**config.mk**
```make
export PLATFORM = sky130hd
export DESIGN_NAME = tightly_coupled_sram_port
export DESIGN_NICKNAME = d
export VERILOG_FILES = /design/src/rtl/tcm_port_pkg.sv /design/src/rtl/tightly_coupled_sram_port.sv
export VERILOG_INCLUDE_DIRS = /design/src /design/src/rtl
export SDC_FILE = /design/constraint.sdc
export NUM_CORES = 2
export LEC_CHECK = 0
export BUFFER_PORTS_ARGS = -buffer_cell sky130_fd_sc_hd__buf_2
export CELL_PAD_IN_SITES_DETAIL_PLACEMENT = 0
export CELL_PAD_IN_SITES_GLOBAL_PLACEMENT = 1
export CORE_UTILIZATION = 53
export CTS_CLUSTER_SIZE = 14
export DETAILED_ROUTE_END_ITERATION = 16
export PLACE_DENSITY_LB_ADDON = 0.1
export SLEW_MARGIN = 15
export SYNTH_ARGS = -nofsm -noshare
export SYNTH_HDL_FRONTEND = slang
export SYNTH_SLANG_ARGS = --single-unit
```
**constraint.sdc**
```tcl
create_clock -name ref_clk -period 6.7 [get_ports ref_clk]
set_input_delay 1.34 -clock ref_clk [delete_from_list [all_inputs] [get_ports ref_clk]]
set_output_delay 1.34 -clock ref_clk [all_outputs]
set_load 0.05 [all_outputs]
```
**src/rtl/tcm_port_consts.svh**
```systemverilog
// Overview of operation
// - Select asserted in request cycle, access follows.
// - Quiet flag shows no internal access this cycle.
// - Attributes valid whenever select is asserted.
// - Follow-on flag marks sequential; high while waited, low under DMA takeover.
// - Word index is eighteen bits of words.
// - Byte lanes from address, size, endianness; reads zero.
// - Write word held through penultimate access cycle.
// - DMA takeover steers select and index outputs.
// - Takeover select follows DMA select input.
// - Takeover index equals DMA index unchanged.
// - Data sequential only back to back.
// - Instruction port never issues sequential writes.
// - Waited cycles: follow-on high unless DMA takes over, write word held.
// - Final data cycle overlaps next request cycle.
// - DMA stalls request; reissue as non-sequential.
// - Instruction port mirrors data port except in its sequencing.
// - Stall input ignored when no access active.
`ifndef TCM_PORT_CONSTS_SVH
`define TCM_PORT_CONSTS_SVH

// Width of the word index towards the memory.
`define WORD_INDEX_W 18
// Width of a memory word.
`define DATA_W 32
// Width of the byte address carried by a request.
`define BYTE_ADDR_W 20
// Number of byte lanes in a word.
`define LANE_W 4
// Default depth of the request FIFO.
`define REQ_FIFO_DEPTH 16
// Lane pattern for reads and for no lanes at all.
`define LANES_NONE 4'h0
// Lane pattern for a whole word.
`define LANES_ALL 4'hF
// Lane pattern for the lower halfword.
`define LANES_LOW_HALF 4'h3
// Lane pattern for the upper halfword.
`define LANES_HIGH_HALF 4'hC
// Lane pattern for the lowest byte, shifted by the byte offset.
`define LANE_ONE 4'h1
// Highest byte offset within a word.
`define LAST_BYTE 2'h3
// Step between consecutive word indexes.
`define INDEX_STEP 18'h00001

`endif

```
**src/rtl/tcm_port_pkg.sv**
```systemverilog
package tcm_port_pkg;

  // Transfer size of a request.
  typedef enum logic [1:0] {
    SIZE_BYTE,
    SIZE_HALF,
    SIZE_WORD
  } size_t;

  // One request from the processor side.
  typedef struct packed {
    logic write;
    logic [19:0] byteAddr;
    size_t size;
    logic [31:0] wdata;
  } req_t;

  // All state of one port side.
  typedef struct packed {
    logic busy;
    logic stallPrev;
    logic wasWrite;
    logic forceNseq;
    logic lastIssue;
    logic prevValid;
    logic [17:0] prevIndex;
    logic [31:0] wdata;
    logic respValid;
    logic [31:0] respData;
  } side_state_t;

  // State of the request FIFO pointers.
  typedef struct packed {
    logic [4:0] count;
    logic [3:0] wrPtr;
    logic [3:0] rdPtr;
  } fifo_state_t;

endpackage

```
**src/rtl/tightly_coupled_sram_port.sv**
```systemverilog
`timescale 1ns/10ps
`include "tcm_port_consts.svh"

// Request FIFO that decouples the processor side from memory timing.
module tcm_req_fifo
  import tcm_port_pkg::*;
#(
  parameter int WIDTH = $bits(req_t),
  parameter int DEPTH = `REQ_FIFO_DEPTH
) (
  // Clock and reset.
  input wire logic ref_clk,
  input wire logic sys_rst,
  // Filling side.
  input wire logic inValid,
  output logic inReady,
  input wire logic [WIDTH-1:0] inData,
  // Draining side.
  output logic outValid,
  input wire logic outReady,
  output logic [WIDTH-1:0] outData
);
  localparam int AW = $clog2(DEPTH);

  // Storage for queued requests.
  logic [WIDTH-1:0] mem [DEPTH];
  // Pointer and fill state.
  logic [AW:0] countReg;
  logic [AW-1:0] wrPtrReg;
  logic [AW-1:0] rdPtrReg;
  logic push;
  logic pop;

  // Full and empty come straight from the fill count.
  always_comb begin
    inReady = (countReg != DEPTH[AW:0]);
    outValid = (countReg != '0);
    outData = mem[rdPtrReg];
    push = inValid && inReady;
    pop = outValid && outReady;
  end

  // Pointers advance on each accepted push and pop.
  always_ff @(posedge ref_clk) begin
    if (sys_rst) begin
      countReg <= '0;
      wrPtrReg <= '0;
      rdPtrReg <= '0;
    end else begin
      if (push) begin
        wrPtrReg <= (wrPtrReg == AW'(DEPTH - 1)) ? '0 : wrPtrReg + 1'b1;
      end
      if (pop) begin
        rdPtrReg <= (rdPtrReg == AW'(DEPTH - 1)) ? '0 : rdPtrReg + 1'b1;
      end
      if (push && !pop) begin
        countReg <= countReg + 1'b1;
      end else if (pop && !push) begin
        countReg <= countReg - 1'b1;
      end
    end
  end

  // The array itself needs no reset.
  always_ff @(posedge ref_clk) begin
    if (push) begin
      mem[wrPtrReg] <= inData;
    end
  end
endmodule

// One side of the port: request issue, wait handling and DMA steering.
module tcm_port_side
  import tcm_port_pkg::*;
#(
  parameter bit INSTR_SIDE = 1'b0,
  parameter int FIFO_DEPTH = `REQ_FIFO_DEPTH
) (
  // Clock and reset.
  input wire logic ref_clk,
  input wire logic sys_rst,
  // Processor request stream.
  input wire logic reqValid,
  output logic reqReady,
  input wire req_t reqData,
  input wire logic bigEndian,
  // Read answers.
  output logic respValid,
  output logic [`DATA_W-1:0] respData,
  // Memory side.
  output logic memSelect,
  input wire logic memStall,
  output logic portQuiet,
  output logic followOn,
  output logic [`WORD_INDEX_W-1:0] wordIndex,
  output logic [`LANE_W-1:0] byteLanes,
  output logic writeNotRead,
  input wire logic [`DATA_W-1:0] readWord,
  output logic [`DATA_W-1:0] writeWord,
  // DMA insertion.
  input wire logic dmaTakeover,
  input wire logic dmaSelect,
  input wire logic [`WORD_INDEX_W-1:0] dmaIndex
);

  // Lanes to update for a write from offset, size and endianness.
  function automatic logic [`LANE_W-1:0] laneMask(input logic [1:0] offs, input size_t sz,
                                                  input logic big);
    logic [1:0] pos;
    pos = big ? (`LAST_BYTE - offs) : offs;
    case (sz)
      SIZE_BYTE: laneMask = `LANE_ONE << pos;
      SIZE_HALF: laneMask = (pos[1]) ? `LANES_HIGH_HALF : `LANES_LOW_HALF;
      default: laneMask = `LANES_ALL;
    endcase
  endfunction

  side_state_t stateReg;
  side_state_t stateNext;
  // Head of the queue.
  logic headValid;
  logic [$bits(req_t)-1:0] headBits;
  req_t head;
  // Decoded cycle kinds.
  logic completeNow;
  logic waitedCycle;
  logic wantIssue;
  logic issue;
  logic seqInt;
  logic [`WORD_INDEX_W-1:0] headIndex;

  tcm_req_fifo #(
    .WIDTH($bits(req_t)),
    .DEPTH(FIFO_DEPTH)
  ) reqQueue (
    .ref_clk(ref_clk),
    .sys_rst(sys_rst),
    .inValid(reqValid),
    .inReady(reqReady),
    .inData(reqData),
    .outValid(headValid),
    .outReady(issue),
    .outData(headBits)
  );

  // Output decode and next state.
  always_comb begin
    head = req_t'(headBits);
    headIndex = head.byteAddr[`BYTE_ADDR_W-1:2];
    // A data phase ends when the stall seen one cycle earlier was low.
    completeNow = stateReg.busy && !stateReg.stallPrev;
    waitedCycle = stateReg.busy && stateReg.stallPrev;
    // Issue may overlap the final data cycle of the previous access.
    wantIssue = headValid && !sys_rst && (!stateReg.busy || completeNow);
    issue = wantIssue && !dmaTakeover;
    seqInt = stateReg.prevValid && !stateReg.forceNseq
             && (headIndex == stateReg.prevIndex + `INDEX_STEP)
             && (INSTR_SIDE || stateReg.lastIssue)
             && !(INSTR_SIDE && head.write);
    portQuiet = !wantIssue;
    // Select and index come from DMA while it has the port.
    memSelect = dmaTakeover ? dmaSelect : issue;
    wordIndex = dmaTakeover ? dmaIndex : headIndex;
    writeNotRead = head.write;
    byteLanes = head.write ? laneMask(head.byteAddr[1:0], head.size, bigEndian)
                           : `LANES_NONE;
    // Waited cycles force the flag high; DMA cycles force it low.
    if (dmaTakeover) begin
      followOn = 1'b0;
    end else if (waitedCycle) begin
      followOn = 1'b1;
    end else begin
      followOn = issue && seqInt;
    end
    // Write word is presented at issue and held afterwards.
    writeWord = issue ? head.wdata : stateReg.wdata;
    respValid = stateReg.respValid;
    respData = stateReg.respData;

    stateNext = stateReg;
    stateNext.respValid = 1'b0;
    // Read data arrives in the final data cycle.
    if (completeNow && !stateReg.wasWrite) begin
      stateNext.respValid = 1'b1;
      stateNext.respData = readWord;
    end
    if (completeNow) begin
      stateNext.busy = 1'b0;
    end
    // Stall only counts in a request or waited cycle.
    stateNext.stallPrev = (issue || waitedCycle) ? memStall : 1'b0;
    stateNext.lastIssue = issue;
    if (issue) begin
      stateNext.busy = 1'b1;
      stateNext.wasWrite = head.write;
      stateNext.wdata = head.wdata;
      stateNext.prevValid = 1'b1;
      stateNext.prevIndex = headIndex;
      stateNext.forceNseq = 1'b0;
    end
    // A DMA access, or a takeover that holds back a request, breaks the sequential chain.
    if (dmaTakeover && (dmaSelect || wantIssue)) begin
      stateNext.forceNseq = 1'b1;
    end
  end

  // Register the whole state.
  always_ff @(posedge ref_clk) begin
    if (sys_rst) begin
      stateReg <= '0;
    end else begin
      stateReg <= stateNext;
    end
  end
endmodule

// Data and instruction ports side by side, differing only in their sequencing.
module tightly_coupled_sram_port
  import tcm_port_pkg::*;
#(
  parameter int FIFO_DEPTH = `REQ_FIFO_DEPTH
) (
  // Clock and reset.
  input wire logic ref_clk,
  input wire logic sys_rst,
  // Shared endianness setting.
  input wire logic bigEndian,
  // Data side processor stream.
  input wire logic dataReqValid,
  output logic dataReqReady,
  input wire req_t dataReq,
  output logic dataRespValid,
  output logic [`DATA_W-1:0] dataRespWord,
  // Data side memory pins.
  output logic data_mem_select,
  input wire logic data_mem_stall,
  output logic data_port_quiet,
  output logic data_follow_on_flag,
  output logic [`WORD_INDEX_W-1:0] data_word_index,
  output logic [`LANE_W-1:0] data_byte_lanes,
  output logic data_write_not_read,
  input wire logic [`DATA_W-1:0] data_read_word,
  output logic [`DATA_W-1:0] data_write_word,
  input wire logic data_dma_takeover,
  input wire logic data_dma_select,
  input wire logic [`WORD_INDEX_W-1:0] data_dma_index,
  // Instruction side processor stream.
  input wire logic instrReqValid,
  output logic instrReqReady,
  input wire req_t instrReq,
  output logic instrRespValid,
  output logic [`DATA_W-1:0] instrRespWord,
  // Instruction side memory pins.
  output logic instr_mem_select,
  input wire logic instr_mem_stall,
  output logic instr_port_quiet,
  output logic instr_follow_on_flag,
  output logic [`WORD_INDEX_W-1:0] instr_word_index,
  output logic [`LANE_W-1:0] instr_byte_lanes,
  output logic instr_write_not_read,
  input wire logic [`DATA_W-1:0] instr_read_word,
  output logic [`DATA_W-1:0] instr_write_word,
  input wire logic instr_dma_takeover,
  input wire logic instr_dma_select,
  input wire logic [`WORD_INDEX_W-1:0] instr_dma_index
);
  // Data side port.
  tcm_port_side #(.INSTR_SIDE(1'b0), .FIFO_DEPTH(FIFO_DEPTH)) dataSide (
    .ref_clk(ref_clk), .sys_rst(sys_rst),
    .reqValid(dataReqValid), .reqReady(dataReqReady), .reqData(dataReq),
    .bigEndian(bigEndian), .respValid(dataRespValid), .respData(dataRespWord),
    .memSelect(data_mem_select), .memStall(data_mem_stall), .portQuiet(data_port_quiet),
    .followOn(data_follow_on_flag), .wordIndex(data_word_index),
    .byteLanes(data_byte_lanes), .writeNotRead(data_write_not_read),
    .readWord(data_read_word), .writeWord(data_write_word),
    .dmaTakeover(data_dma_takeover), .dmaSelect(data_dma_select), .dmaIndex(data_dma_index)
  );

  // Instruction side port, same logic with its own sequencing.
  tcm_port_side #(.INSTR_SIDE(1'b1), .FIFO_DEPTH(FIFO_DEPTH)) instrSide (
    .ref_clk(ref_clk), .sys_rst(sys_rst),
    .reqValid(instrReqValid), .reqReady(instrReqReady), .reqData(instrReq),
    .bigEndian(bigEndian), .respValid(instrRespValid), .respData(instrRespWord),
    .memSelect(instr_mem_select), .memStall(instr_mem_stall), .portQuiet(instr_port_quiet),
    .followOn(instr_follow_on_flag), .wordIndex(instr_word_index),
    .byteLanes(instr_byte_lanes), .writeNotRead(instr_write_not_read),
    .readWord(instr_read_word), .writeWord(instr_write_word),
    .dmaTakeover(instr_dma_takeover), .dmaSelect(instr_dma_select),
    .dmaIndex(instr_dma_index)
  );
endmodule

```
After elaboration in Yosys (flattened, before gate mapping)
Memory sizes are Yosys's and may differ from the RTL's. A register that Yosys moved wholly into a read port is not among the register bits.
Cells that the tools add are included.

word-level totals
  bits in latches = 0
  memories = 2
  word-level logic and storage cells = 163
  bits in writable memories = 1760
  register bits = 203
  output and inout port bits = 184
  ROM bits = 0

memory list
  name                    depth  width  read ports  clocked after memory_dff  write ports  line                             source
  dataSide.reqQueue.mem   16     55     1           1                         1            tightly_coupled_sram_port.sv:26  logic [WIDTH-1:0] mem [DEPTH];
  instrSide.reqQueue.mem  16     55     1           1                         1            tightly_coupled_sram_port.sv:26

operators by class
  eq/ne operators = 10
  reduce and logical (&&, ||, !) cells = 66
  shift-type cells = 2
  mux-type cells = 44
  order comparisons = 0
  div/mod/pow operators = 0
  bitwise operators = 2
  $mul = 0
  $add $sub $neg = 12

operators by type and width
  cell                                               number
  two-way mux 33 bit                                 2
  two-way mux 32 bit                                 2
  two-way mux 4 bit                                  12
  adder 18 x 1 -> 18 bit (second input constant)     2
  == test 18 bit                                     2
  two-way mux 18 bit                                 2
  logical AND 1 bit                                  30
  two-way mux 5 bit                                  4
  zero test 1 bit                                    18
  two-way mux 1 bit                                  18
  adder 4 x 1 -> 4 bit (second input constant)       4
  == test 4 bit (second input constant)              4
  case mux 4 bit (2 select lines)                    2
  nonzero test 2 bit                                 6
  adder 5 x 1 -> 5 bit (second input constant)       2
  inequality test 5 bit (second input constant)      2
  nonzero test 5 bit                                 2
  subtractor 5 x 1 -> 5 bit (second input constant)  2
  left shift 1 x 2 -> 4 bit (first input constant)   2
  logical OR 1 bit                                   6
  == test 2 x 1 -> 1 bit (second input constant)     2
  zero test 2 bit                                    2
  two-way mux 2 bit                                  2
  OR reduction 2 bit                                 2
  other kinds (2)                                    4

Logic depth before layout (Yosys ltp)
  depth in word-level cells = 9
  depth in mapped cells = 15
  gate-level depth less buffers = 13

Hierarchy
Synthesis repeated with hierarchy kept, for this count alone.

unflattened totals
  cells, all modules = 3903
  area, all modules = 76415.8 um2

by module, submodules not included
  module                      area an instance (um2)  times used  cells each
  tcm_req_fifo                33764.9                 2           1453
  tcm_port_side at dataSide   4524.3                  1           497
  tcm_port_side at instrSide  4361.7                  1           500

Worst setup path before layout
OpenSTA, ideal clock, no wires.

  path kind = input port to flip-flop
  start point = input port dataReqValid
  end point = memory dataSide.reqQueue.mem[3][0] in the netlist's numbering, enable pin
  path buffers = 1
  stages = 4
  arrival time = 5646 ps
  library setup time = 536 ps
  setup slack = 519 ps
  path through = and2_1 -> clkbuf_1 -> nand2_1 -> nor3_1

on the way
  word-level cells in the longest chain between the ends = 3

ends and longest elaborated chain
  element                                  line                              source
  from (decl)                              tightly_coupled_sram_port.sv:229  input wire logic dataReqValid,
  logical AND 1 bit                        tightly_coupled_sram_port.sv:39   push = inValid && inReady;
  via dataSide.reqQueue.push               tightly_coupled_sram_port.sv:31   logic push;
  two-way mux 1 bit                        tightly_coupled_sram_port.sv:66   if (push) begin
  two-way mux 1 bit (not written as such)  tightly_coupled_sram_port.sv:67   mem[wrPtrReg] <= inData;
  to (decl)                                tightly_coupled_sram_port.sv:26

The timed path passes the listed nets, and every way through them passes these cells.

==> metrics.yaml <==
start_kind: "register"
power_mw: 29.2
worstPathArrival_ns: 4.49
avgSynthCellArea_sq_um: 19.4
grt_pass1_vias: 38900
drv_slew: 0
outcome: "complete, no violations"
viasPerCell: 5.96
synth_edf_count: 1760
fin_crit_sh: 0.870
synthCells: 3940
cts_hold_buf: 0
skew_ns: 0.0416
slew_headroom: 0.263
setup_tns_ns: 0
overflow: 0
die_area_sq_um: 146000
grt_pass1_wl_um: 260000
vdd_drop_max_mv: 0.252
fin_nets: 4622
synth.area.top_cells: "edfxtp_1 69%, mux4_2 15%, dfxtp_1 5.5%, nand2_1 2.5%, a21oi_1 1.1%"
fin_crit_ns: 5.83
die_h_um: 382
core_area_sq_um: 142000
synth_flop_cell: "edfxtp_1"
root_buffer: "clkbuf_16"
postCtsSetupBuffers: 0
drt_iter0_drc: 3051
io_buffers: 404
grt_start_max_net_pins: 119
cp-end-kind: "output port"
start_util: 0.537
clock-sinks: 1971
routabilityCongestion: 0.776
hold_viol_final: 0
rsz0062_at_grt: "false"
p_leak_nw: 28.1
placementRows: 138
yosysUniqueCellTypes: 72
yosysWarnings: 0
ant_nets: 0
drive_gt1_frac: 0.299
netlist_area_sq_um: 76400
antenna_found_initial: 42
path_clk_slew_ns: 0.06
area_growth_pct: 13.6
clockBufferDepth: 3
layout_commonest_cell: "edfxtp_1"
grtUsageTotal: 0.246
cts-resized-gates: 0
yosys_register_bits: 1971
ios: 405
yosys.area.top_type: "edfxtp_1"
cts_tree: "yes"
postSynth.asyncResetShare: 0
via_count: 38400
post_drt_wl_per_cell_um: 27.6
wirelength_um: 178000
drc: 0
post-synth-top-area-fraction: 0.692
syn_nets: 4183
setup_viol: 0
maxCapViolCount: 0
htreeDepth: 4
cp.required_ns: 5.36
clock_latency_ns: 0.84
first_pass_iters: 9
crit_fanout: 48
most-common-layout-cells: "1760 x edfxtp_1, 514 x mux4_2, 500 x nand2_1"
fmax_ghz: 0.172
powerDensity_nw_per_um2: 336
critPathKind: "reg2out"
ys_seq_area_frac: 0.747
hp-class: "reg2reg"
worstMarginPinSlew_ns: 1.10
numCtsBuffers: 197
hpwlAfterDp_um: 98400
die_w_um: 382
## metrics by stage
stage | std cells | util | hold WS, ns | worst slack, ns | area (sq um)
2_1_floorplan | 3940 | - | 0.431 | 0.519 | 76400
3_3_place_gp | 6069 | 0.566 | 0.439 | 1.50 | 80600
3_5_place_dp | 6069 | 0.566 | 0.442 | 1.51 | 80600
4_1_cts | 6433 | 0.610 | 0.450 | 0.691 | 86800
5_1_grt | 6438 | 0.610 | 0.470 | 0.582 | 86800
6_report | 6442 | 0.610 | 0.450 | 0.871 | 86800
## per-layer routing
layer | vias up | GRT usage | share of wire | wire length (um)
met4 | 36 | 0.0590 | 0.020 | 3590
li1 | 16600 | - | - | -
met1 | 20300 | 0.336 | 0.41 | 73300
met5 | - | 0 | 0.0012 | 210
met2 | 1146 | 0.413 | 0.50 | 89700
met3 | 290 | 0.0472 | 0.063 | 11200
## cell families after synthesis
group | share of synthesized area
muxes | 0.155
DFF | 0.747
AOI/OAI and AO/OA | 0.0246
buffers and inverters | 0.0196
adders and majority gates | 0.00380
xor gates and xnor gates | 0.00653
and+or+nand+nor | 0.0433
## synth_stat cells (all sizes together) (4+ instances only)
cell    number
a21o         6
a21oi      168
a22o        12
a22oi       42
and2        11
and3         6
and4         9
buf        172
clkbuf     100
dfxtp      211
edfxtp    1760
ha          20
inv         15
mux2        10
mux2i        8
mux4       517
nand2      502
nand2b      12
nand3       14
nand4       17
nor2        93
nor2b       40
nor3        20
nor4        13
o211ai       5
o21a         5
o21ai       19
o22a         4
o22ai        8
o31ai        6
or2          4
or3          9
xnor2       35
xor2        22
## power breakdown
group	internal (mW)	switching, mW	total, mW
Sequential	13.9	0.246	14.1
Combinational	1.68	2.82	4.51
Clock	5.92	4.65	10.6
Total	21.5	7.72	29.2
## path summary, 6_finish.rpt
check / from / to / slack (ns) / cells after the start
min reg2reg: instrSide.respData[17]$_SDFFE_PP0P_ / instrSide.respData[17]$_SDFFE_PP0P_ / 0.45 / 2
max reg2reg: instrSide.reqQueue.countReg[0]$_SDFFE_PP0P_ / instrSide.reqQueue.countReg[4]$_SDFFE_PP0P_ / 2.63 / 13
min: instrSide.respData[17]$_SDFFE_PP0P_ / instrSide.respData[17]$_SDFFE_PP0P_ / 0.45 / 2
max: register / instr_write_word[31] / 0.87 / 8
## flip-flops by register name, summed over array words and instances (netlist names), 5 cells and up, named ones only
register	flops
dataSide.reqQueue.mem	880
instrSide.reqQueue.mem	880
dataSide.stateReg	56
instrSide.stateReg	55
dataSide.respData	32
instrSide.respData	32
dataSide.reqQueue.countReg	5
instrSide.reqQueue.countReg	5
## cell type report
class	count	area [sq um]
antenna	8	20.0
clock buffer	249	5180
clock inverter	115	1040
fill	10300	55500
inverter	15	56.3
multi-input combinational	1682	18100
sequential	1971	57100
tap	1890	2360
timing repair buffer	512	2970
## critical path, stage by stage, from the launching register on
cell and delay, ns:
dfxtp_4 0.82, buf_12 0.36, buf_12 0.37, buf_4 0.49
mux4_2 0.57, mux4_2 0.52, nand2_1 0.10, nand2_1 0.07
buf_2 0.21
Note: power is estimated with default switching activity, not from simulation.
